File: src/bwc_pkg.sv
// Shared constants for the bridge window configuration register bank
package bwc_pkg;
    // Register byte offsets
    localparam logic [7:0] OFF_PF_BASE_HI = 8'h28;
    localparam logic [7:0] OFF_PF_LIMIT_HI = 8'h2c;
    localparam logic [7:0] OFF_IO_HI = 8'h30;
    localparam logic [7:0] OFF_CAP_PTR = 8'h34;
    localparam logic [7:0] OFF_INT_BRIDGE = 8'h3c;
    localparam logic [7:0] OFF_IRQ_STATUS = 8'h80;
    localparam logic [7:0] OFF_IRQ_MASK = 8'h84;
    // Reset values
    localparam logic [31:0] RST_PF_HI = 32'h0000_0000;
    localparam logic [15:0] RST_IO_HI = 16'h0000;
    localparam logic [7:0] RST_CAP_PTR = 8'h40;
    localparam logic [7:0] RST_INT_LINE = 8'h00;
    localparam logic [7:0] RST_INT_PIN = 8'h00;
    localparam logic [3:0] RST_BRIDGE_CTL = 4'h0;
    localparam logic [2:0] RST_IRQ = 3'h0;
    // Field positions in the 0x3c word, plus the I/O limit half in the 0x30 word
    localparam int INT_PIN_LSB = 8;
    localparam int BC_LSB = 16;
    localparam int BC_PARITY = 0;
    localparam int BC_ERRFWD = 1;
    localparam int BC_ISA = 2;
    localparam int BC_VGA = 3;
    localparam int IO_LIMIT_LSB = 16;
    // Interrupt status bit positions
    localparam int IRQ_POISON = 0;
    localparam int IRQ_ERRFWD = 1;
    localparam int IRQ_HOTPLUG = 2;
    // Implied low address bits of the windows
    localparam logic [19:0] PF_LOW_ZERO = 20'h00000;
    localparam logic [19:0] PF_LOW_ONES = 20'hfffff;
    localparam logic [11:0] IO_LOW_ZERO = 12'h000;
    localparam logic [11:0] IO_LOW_ONES = 12'hfff;
    // Legacy ranges
    localparam logic [63:0] VGA_MEM_LO = 64'h0000_0000_000a_0000;
    localparam logic [63:0] VGA_MEM_HI = 64'h0000_0000_000b_ffff;
    localparam logic [9:0] VGA_IO_A_LO = 10'h3b0;
    localparam logic [9:0] VGA_IO_A_HI = 10'h3bb;
    localparam logic [9:0] VGA_IO_B_LO = 10'h3c0;
    localparam logic [9:0] VGA_IO_B_HI = 10'h3df;
    localparam logic [63:0] IO_64K_TOP = 64'h0000_0000_0000_ffff;
    // Bus encodings
    localparam logic [1:0] HTRANS_NONSEQ = 2'b10;
    localparam logic HRESP_OKAY = 1'b0;
    typedef enum logic [1:0] {BWC_IDLE, BWC_RDWAIT, BWC_RDDATA} bwc_bus_t;
endpackage

File: src/bwc_bridge_window_regs.sv
// Our own choice: the AHB-Lite slave port.
`timescale 1ns/1ps
// Behaviour
// - prefetch base upper word, writable, reset zero
// - prefetch limit upper word, writable, reset zero
// - I/O base upper 16 bits in low half
// - I/O limit upper 16 bits in high half
// - read-only capability pointer resets to 0x40
// - hot-plug raises INTA; pin byte read-only zero
// - downstream ports may reload the pin byte
// - poisoned packets reported only when bit16 set
// - error messages forwarded only when bit17 set
// - ISA bit sends upper 768-byte blocks upstream
// - VGA memory range forwarded only with bit19
// - VGA I/O only within first 64KB
// - prefetch low bits implied zero and ones
module bwc_bridge_window_regs (
    input wire logic clk_sys,
    input wire logic reset_n,
    input wire logic clkEn,
    // AHB-Lite slave
    input wire logic hsel,
    input wire logic [7:0] haddr,
    input wire logic [1:0] htrans,
    input wire logic hwrite,
    input wire logic [2:0] hsize,
    input wire logic [31:0] hwdata,
    input wire logic hready,
    output logic hreadyout,
    output logic hresp,
    output logic [31:0] hrdata,
    // Lower window halves held by the neighbouring registers
    input wire logic [11:0] pfBaseLow,
    input wire logic [11:0] pfLimitLow,
    input wire logic [3:0] ioBaseLow,
    input wire logic [3:0] ioLimitLow,
    // Request to classify
    input wire logic reqValid,
    input wire logic reqIsIo,
    input wire logic [63:0] reqAddr,
    output logic decValid,
    output logic fwdDown,
    output logic fwdUp,
    // Secondary side events
    input wire logic poisonIn,
    input wire logic errMsgIn,
    input wire logic hotplugIn,
    output logic poisonReport,
    output logic errMsgFwd,
    output logic intaWire,
    // Pin byte loader from management bus or configuration memory, and the interrupt output
    input wire logic isDownstream,
    input wire logic pinLoad,
    input wire logic [7:0] pinLoadValue,
    output logic irq
);
    // Software visible state
    logic [31:0] pfBaseHi_r;
    logic [31:0] pfLimitHi_r;
    logic [15:0] ioBaseHi_r;
    logic [15:0] ioLimitHi_r;
    logic [7:0] intLine_r;
    logic [7:0] intPin_r;
    logic [3:0] bridgeCtl_r;
    logic [2:0] irqStatus_r;
    logic [2:0] irqMask_r;
    logic [2:0] irqSet;
    // Bus tracking
    bwc_pkg::bwc_bus_t busState_r;
    logic wrPend_r;
    logic [7:0] dataAddr_r;
    logic [31:0] rdData_r;
    logic accept;
    // Decision outputs
    logic decValid_r;
    logic fwdDown_r;
    logic fwdUp_r;
    logic poisonReport_r;
    logic errMsgFwd_r;

    // Register read decode, used for the bus and nowhere else wider
    function automatic logic [31:0] readMux(input logic [7:0] a);
        logic [31:0] v;
        v = 32'h0000_0000;
        unique case (a)
            bwc_pkg::OFF_PF_BASE_HI: v = pfBaseHi_r;
            bwc_pkg::OFF_PF_LIMIT_HI: v = pfLimitHi_r;
            bwc_pkg::OFF_IO_HI: v = {ioLimitHi_r, ioBaseHi_r};
            bwc_pkg::OFF_CAP_PTR: v = {24'h000000, bwc_pkg::RST_CAP_PTR};
            bwc_pkg::OFF_INT_BRIDGE: v = {12'h000, bridgeCtl_r, intPin_r, intLine_r};
            bwc_pkg::OFF_IRQ_STATUS: v = {29'h0000_0000, irqStatus_r};
            bwc_pkg::OFF_IRQ_MASK: v = {29'h0000_0000, irqMask_r};
            default: v = 32'h0000_0000; // Unmapped reads as zero
        endcase
        return v;
    endfunction

    // Word-in-range test shared by the window and VGA decode
    function automatic logic inRange(input logic [63:0] x, input logic [63:0] lo,
                                     input logic [63:0] hi);
        return (x >= lo) && (x <= hi);
    endfunction

    // Address phase is taken only when the bus is ready
    assign accept = hsel && (htrans == bwc_pkg::HTRANS_NONSEQ) && hready;
    // Reads take one wait state so the data comes from a flop
    assign hreadyout = clkEn && (busState_r != bwc_pkg::BWC_RDWAIT);
    assign hresp = bwc_pkg::HRESP_OKAY;
    assign hrdata = rdData_r;

    // Bus phase tracker
    always_ff @(posedge clk_sys or negedge reset_n) begin
        if (!reset_n) begin
            busState_r <= bwc_pkg::BWC_IDLE;
        end else if (clkEn) begin
            unique case (busState_r)
                bwc_pkg::BWC_RDWAIT: busState_r <= bwc_pkg::BWC_RDDATA;
                default: begin
                    // Idle or last read cycle: a new address phase may start
                    if (accept && !hwrite) begin
                        busState_r <= bwc_pkg::BWC_RDWAIT;
                    end else begin
                        busState_r <= bwc_pkg::BWC_IDLE;
                    end
                end
            endcase
        end
    end

    // Address capture for the following data phase
    always_ff @(posedge clk_sys or negedge reset_n) begin
        if (!reset_n) begin
            wrPend_r <= 1'b0;
            dataAddr_r <= 8'h00;
        end else if (clkEn) begin
            // Writes have no wait state, so hready is high in their data phase
            wrPend_r <= accept && hwrite && (busState_r != bwc_pkg::BWC_RDWAIT);
            if (accept && (busState_r != bwc_pkg::BWC_RDWAIT)) begin
                dataAddr_r <= {haddr[7:2], 2'b00};
            end
        end
    end

    // Read data loaded in the wait cycle, after any earlier write landed
    always_ff @(posedge clk_sys or negedge reset_n) begin
        if (!reset_n) begin
            rdData_r <= 32'h0000_0000;
        end else if (clkEn && busState_r == bwc_pkg::BWC_RDWAIT) begin
            rdData_r <= readMux(dataAddr_r);
        end
    end

    // Prefetch window upper words
    always_ff @(posedge clk_sys or negedge reset_n) begin
        if (!reset_n) begin
            pfBaseHi_r <= bwc_pkg::RST_PF_HI;
            pfLimitHi_r <= bwc_pkg::RST_PF_HI;
        end else if (clkEn && wrPend_r) begin
            if (dataAddr_r == bwc_pkg::OFF_PF_BASE_HI) begin
                pfBaseHi_r <= hwdata;
            end
            if (dataAddr_r == bwc_pkg::OFF_PF_LIMIT_HI) begin
                pfLimitHi_r <= hwdata;
            end
        end
    end

    // I/O window upper halves share one word
    always_ff @(posedge clk_sys or negedge reset_n) begin
        if (!reset_n) begin
            ioBaseHi_r <= bwc_pkg::RST_IO_HI;
            ioLimitHi_r <= bwc_pkg::RST_IO_HI;
        end else if (clkEn && wrPend_r && dataAddr_r == bwc_pkg::OFF_IO_HI) begin
            ioBaseHi_r <= hwdata[15:0];
            ioLimitHi_r <= hwdata[bwc_pkg::IO_LIMIT_LSB +: 16];
        end
    end

    // Interrupt line and bridge control; reserved bits are dropped
    always_ff @(posedge clk_sys or negedge reset_n) begin
        if (!reset_n) begin
            intLine_r <= bwc_pkg::RST_INT_LINE;
            bridgeCtl_r <= bwc_pkg::RST_BRIDGE_CTL;
        end else if (clkEn && wrPend_r && dataAddr_r == bwc_pkg::OFF_INT_BRIDGE) begin
            intLine_r <= hwdata[7:0];
            bridgeCtl_r <= hwdata[bwc_pkg::BC_LSB +: 4];
        end
    end

    // Pin byte: software cannot write it, only the loader on downstream ports
    always_ff @(posedge clk_sys or negedge reset_n) begin
        if (!reset_n) begin
            intPin_r <= bwc_pkg::RST_INT_PIN;
        end else if (clkEn && pinLoad && isDownstream) begin
            intPin_r <= pinLoadValue;
        end
    end

    // Events into the sticky status
    always_comb begin
        irqSet = 3'h0;
        irqSet[bwc_pkg::IRQ_POISON] = poisonIn && bridgeCtl_r[bwc_pkg::BC_PARITY];
        irqSet[bwc_pkg::IRQ_ERRFWD] = errMsgIn && bridgeCtl_r[bwc_pkg::BC_ERRFWD];
        irqSet[bwc_pkg::IRQ_HOTPLUG] = hotplugIn;
    end

    // Status is write-one-to-clear; a new event in the same cycle wins
    always_ff @(posedge clk_sys or negedge reset_n) begin
        if (!reset_n) begin
            irqStatus_r <= bwc_pkg::RST_IRQ;
        end else if (clkEn) begin
            if (wrPend_r && dataAddr_r == bwc_pkg::OFF_IRQ_STATUS) begin
                irqStatus_r <= (irqStatus_r & ~hwdata[2:0]) | irqSet;
            end else begin
                irqStatus_r <= irqStatus_r | irqSet;
            end
        end
    end

    // Interrupt mask
    always_ff @(posedge clk_sys or negedge reset_n) begin
        if (!reset_n) begin
            irqMask_r <= bwc_pkg::RST_IRQ;
        end else if (clkEn && wrPend_r && dataAddr_r == bwc_pkg::OFF_IRQ_MASK) begin
            irqMask_r <= hwdata[2:0];
        end
    end

    assign irq = |(irqStatus_r & irqMask_r);
    // Virtual wire follows the sticky hot-plug bit until software clears it
    assign intaWire = irqStatus_r[bwc_pkg::IRQ_HOTPLUG];

    // Secondary side reporting; with the enables clear the events vanish
    always_ff @(posedge clk_sys or negedge reset_n) begin
        if (!reset_n) begin
            poisonReport_r <= 1'b0;
            errMsgFwd_r <= 1'b0;
        end else if (clkEn) begin
            poisonReport_r <= irqSet[bwc_pkg::IRQ_POISON];
            errMsgFwd_r <= irqSet[bwc_pkg::IRQ_ERRFWD];
        end
    end

    assign poisonReport = poisonReport_r;
    assign errMsgFwd = errMsgFwd_r;

    // Window decode; combinational so the decision costs one flop stage
    logic [63:0] pfBase;
    logic [63:0] pfLimit;
    logic [63:0] ioBase;
    logic [63:0] ioLimit;
    logic inWin;
    logic isaUp;
    logic vgaHit;
    always_comb begin
        pfBase = {pfBaseHi_r, pfBaseLow, bwc_pkg::PF_LOW_ZERO};
        pfLimit = {pfLimitHi_r, pfLimitLow, bwc_pkg::PF_LOW_ONES};
        ioBase = {32'h0000_0000, ioBaseHi_r, ioBaseLow, bwc_pkg::IO_LOW_ZERO};
        ioLimit = {32'h0000_0000, ioLimitHi_r, ioLimitLow, bwc_pkg::IO_LOW_ONES};
        // Inclusive compare on both bounds
        inWin = reqIsIo ? inRange(reqAddr, ioBase, ioLimit)
                        : inRange(reqAddr, pfBase, pfLimit);
        // Upper 768 bytes of each 1KB block below 64KB
        isaUp = reqIsIo && inWin && bridgeCtl_r[bwc_pkg::BC_ISA]
                && (reqAddr <= bwc_pkg::IO_64K_TOP)
                && (reqAddr[9:8] != 2'b00);
        // VGA I/O decode only looks below 64KB, ten-bit aliases
        if (reqIsIo) begin
            vgaHit = (reqAddr <= bwc_pkg::IO_64K_TOP)
                     && (((reqAddr[9:0] >= bwc_pkg::VGA_IO_A_LO)
                          && (reqAddr[9:0] <= bwc_pkg::VGA_IO_A_HI))
                         || ((reqAddr[9:0] >= bwc_pkg::VGA_IO_B_LO)
                             && (reqAddr[9:0] <= bwc_pkg::VGA_IO_B_HI)));
        end else begin
            vgaHit = inRange(reqAddr, bwc_pkg::VGA_MEM_LO, bwc_pkg::VGA_MEM_HI);
        end
    end

    // Registered forwarding decision
    always_ff @(posedge clk_sys or negedge reset_n) begin
        if (!reset_n) begin
            decValid_r <= 1'b0;
            fwdDown_r <= 1'b0;
            fwdUp_r <= 1'b0;
        end else if (clkEn) begin
            decValid_r <= reqValid;
            if (!reqValid) begin
                fwdDown_r <= 1'b0;
                fwdUp_r <= 1'b0;
            end else if (vgaHit) begin
                // Disabled VGA range is ignored outright
                fwdDown_r <= bridgeCtl_r[bwc_pkg::BC_VGA];
                fwdUp_r <= 1'b0;
            end else begin
                fwdDown_r <= inWin && !isaUp;
                fwdUp_r <= isaUp;
            end
        end
    end

    assign decValid = decValid_r;
    assign fwdDown = fwdDown_r;
    assign fwdUp = fwdUp_r;
endmodule

File: config.mk
export PLATFORM = sky130hd
export DESIGN_NAME = bwc_bridge_window_regs
export DESIGN_NICKNAME = d
export VERILOG_FILES = /design/src/bwc_pkg.sv /design/src/bwc_bridge_window_regs.sv
export SDC_FILE = /design/constraint.sdc
export NUM_CORES = 1
export LEC_CHECK = 0
export BUFFER_PORTS_ARGS = -buffer_cell sky130_fd_sc_hd__buf_4
export CAP_MARGIN = 20
export CORE_ASPECT_RATIO = 1.4
export CORE_MARGIN = 3
export CORE_UTILIZATION = 40
export DETAILED_ROUTE_END_ITERATION = 8
export SLEW_MARGIN = 30
export SYNTH_ARGS = -nofsm -noshare
export SYNTH_HDL_FRONTEND = slang
export SYNTH_SLANG_ARGS = --single-unit
File: constraint.sdc
create_clock -name clk_sys -period 2.6 [get_ports clk_sys]
set_input_delay 0 -clock clk_sys [delete_from_list [all_inputs] [get_ports clk_sys]]
set_output_delay 0 -clock clk_sys [all_outputs]
set_load 0.1 [all_outputs]
==> impl_metrics.csv <==
group,metric,value,unit
outcome,run_status,"complete, no violations",
synth,synthFlopType,"dfrtp_1",
finish,final_common_cell,"buf_4",
synth,synth_seq_cells,168,
finish,antennaDiodeCount,0,
global_route,grt_pass1_vias,9656,
pwr,pwr-share-seq,0.420,
setup_path,end_kind,"register",
drt,postRouteWirelength,32.82,mm
pwr,combinationalPowerShare,0.216,
setup_path,critical_path_required,2.98,ns
pwr,power_leakage,0.006740,uW
drt,drt_iter0_drc,448,
clock_network,clock-sinks,168,
finish,final_layout_size_suffix_gt1_frac,0.2067,
setup_path,startpoint_type,"register",
clock_network,root_buffer,"clkbuf_16",
setup_path,arrival,2.81,ns
finish,num-fill-cells,2393,
synth,synthArstFlopShare,1.000,
floorplan,ios,203,
floorplan,dieArea,28210,um^2
setup_path,criticalPathCategory,"reg2reg",
drt,first_pass_iters,5,
sta,worst_pin_slew,0.6376,ns
global_route,grt_antenna_before_repair,0,
setup_path,crit_path_cell_trace,"inv_1 > ha_1 > nand4_1 > nor4_1 > buf_4 > o2111ai_1 > a31oi_2 > or3_1 > o221ai_2 > nand2_1",
place,io_buffer_count,196,
clock_network,cts_inserted_buffers,17,
clock_network,clk_path_buf_depth,2,
drt,avgRoutedWirePerCell,19.33,um
job,maxCapViolations,0,
sta,fmax,410.9,MHz
sta,fin_tns_setup,0,ns
sta,hold_violations,0,
drt,detail-route-antenna-nets,0,
pwr,p_sw_frac,0.3120,
floorplan,die_w,142.8,um
sta,hold_ws,0.09230,ns
sta,fin_crit_sh,0.9360,
finish,final_cell_mix,"buf_4, dfrtp_1, inv_1",
synth,syn_avg_cell_area,9.393,um^2
sta,slew_headroom,0.5710,
setup_path,slowest_delay,0.39,ns
synth,netlist_instances,1116,
place,globalplace.congestion,0.9267,
synth,syn-cell-area,10480,um^2
pwr,internal-power,4615,uW
global_route,grt.overflow.total,0,
pwr,ir_drop,425.0,uV
synth,ys_seq_area_frac,0.4011,
place,placed_area,12340,um^2
sta,finalSetupViolations,0,
global_route,grt_max_degree,65,
sta,finalCriticalPeriod,2.434,ns
finish,fin_nets,1656,
worst_hold_path,hp-class,"in2reg",
floorplan,start_util,0.4102,
setup_path,critical_path.max_fanout,3,
global_route,track_usage,0.2386,
clock_network,postCtsSetupBuffers,0,
finish,design_area,13480,um^2
pwr,power_frac_clock,0.364,
place,dp_hpwl,25.55,mm
finish,syn_to_final_growth,28.61,%
pwr,power.switching,2092,uW
drt,via_per_inst,5.443,
clock_network,path_clk_slew,0.07,ns
clock_network,cts_tree,"yes",
synth,synth_edf_count,0,
drt,drc,0,
setup_path,worst_path_max_delay_cell,"nor4_1",
floorplan,core-area,25550,um^2
synth,ys.warnings.count,0,
synth,syn_nets,1406,
global_route,grt_pass1_wl,52.01,mm
pwr,powerDensity,497.5,nW/um^2
sta,grt_setup_unrepaired,"false",
floorplan,die_h,197.5,um
sta,drv_slew,0,
clock_network,clk_latency,0.43,ns
finish,final_core_util,0.5276,
synth,synthDistinctLibCells,58,
sta,fin_skew,0.01279,ns
drt,route.vias.total,9242,
floorplan,fp-row-count,69,
clock_network,cts_htree_levels,4,
==> logic make-up after synthesis <==
group | synth area share
buffers and inverters | 0.07400
adder cells (fa/ha/maj) | 0.1528
multiplexers | 0.06553
AO/OA/AOI/OAI | 0.1710
flip-flops | 0.4011
AND/OR/NAND/NOR | 0.1352
other | 0.0003577
==> state kept, by name, indices dropped and copies added, names as in the netlist <==
name	cells
dataAddr_r	6
errMsgFwd	1
fwdDown	1
poisonReport	1
pfBaseHi_r	32
ioLimitHi_r	16
decValid	1
intLine_r	8
hrdata	32
intPin_r	8
wrPend_r	1
irqMask_r	3
pfLimitHi_r	32
ioBaseHi_r	16
bridgeCtl_r	4
irqStatus_r	3
fwdUp	1
busState_r	2
==> through the flow <==
step	power (uW)	worst slack (ns)	instances
floorplan	3643	0.5844	1116
global placement	4231	-0.08289	1609
detailed placement	4251	-0.08070	1609
CTS	6769	0.07649	1698
global route	7029	0.02296	1698
finish	6707	0.1664	1698
==> final timing paths <==
path                                     start  cells past startpoint        endpoint  slack (ns)
worst max-delay path            pfBaseHi_r[23]                     10         fwdDown        0.17
worst min-delay path                   reqIsIo                      4           fwdUp        0.09
worst max register to register  pfBaseHi_r[23]                     10         fwdDown        0.17
worst min register to register      hrdata[29]                      2      hrdata[29]        0.49
max in group asynchronous              reset_n                      3  bridgeCtl_r[3]        1.77
min in group asynchronous              reset_n                      2       hrdata[3]        0.11
==> critical path, delay by kind of cell, from the launching register on <==
kind                     cells  cell delay, ns
AND/OR/NAND/NOR              4            0.85
AO/OA/AOI/OAI                3            0.58
flip-flops                   1            0.35
adder cells (fa/ha/maj)      1            0.31
buffers and inverters        2            0.27
==> power groups by stage <==
| stage | logic [uW] | registers [uW] | clock network [uW] |
|---|---|---|---|
| 2_1_floorplan | 576 | 3070 | 0 |
| 3_3_place_gp | 1370 | 2860 | 0 |
| 3_5_place_dp | 1380 | 2870 | 0 |
| 4_1_cts | 1460 | 2820 | 2490 |
| 5_1_grt | 1590 | 2830 | 2610 |
| 6_report | 1450 | 2820 | 2440 |
==> synthesized netlist by cell type, types with 5 or more instances <==
cell,n,share of area
o21ai_0,53,0.025
mux2_2,21,0.023
nor2b_1,5,0.0030
buf_4,10,0.0072
mux2_1,40,0.043
a21oi_1,56,0.027
clkbuf_1,12,0.0043
buf_2,14,0.0067
ha_1,128,0.15
nand4_1,29,0.017
nand3_1,22,0.011
nor4_1,18,0.011
and3_1,5,0.0030
nand2_1,129,0.046
a221oi_1,30,0.025
a22oi_1,29,0.021
a21o_1,21,0.015
nor3_1,8,0.0038
nor2_1,46,0.016
inv_1,140,0.050
dfrtp_1,168,0.40
o21ai_1,65,0.031
==> per-layer routing <==
metal	up-vias	track usage	wire length, um
met4	0	0.08031	1027
met3	57	0.03221	1184
li1	4483	-	-
met2	222	0.4350	17390
met1	4480	0.2862	13220
met5	-	0	0
==> area by class of cell <==
class | instances | area, um^2 | area share
timing repair buffer | 275 | 2273 | 0.1686
multi-input combinational | 764 | 5522 | 0.4096
inverter | 140 | 525.5 | 0.03898
clock buffer | 21 | 470.5 | 0.03490
tap | 319 | 399.1 | 0.02961
sequential | 168 | 4204 | 0.3118
clock inverter | 11 | 87.58 | 0.006497
==> what timing repair did <==
action                                 CTS  global route
setup endpoints to repair                1             1
endpoints found under the hold margin  192             0
cloned                                   0             0
hold buffers                            57             0
gates resized for setup                  1             1
Power figures use the tool's default switching activity.
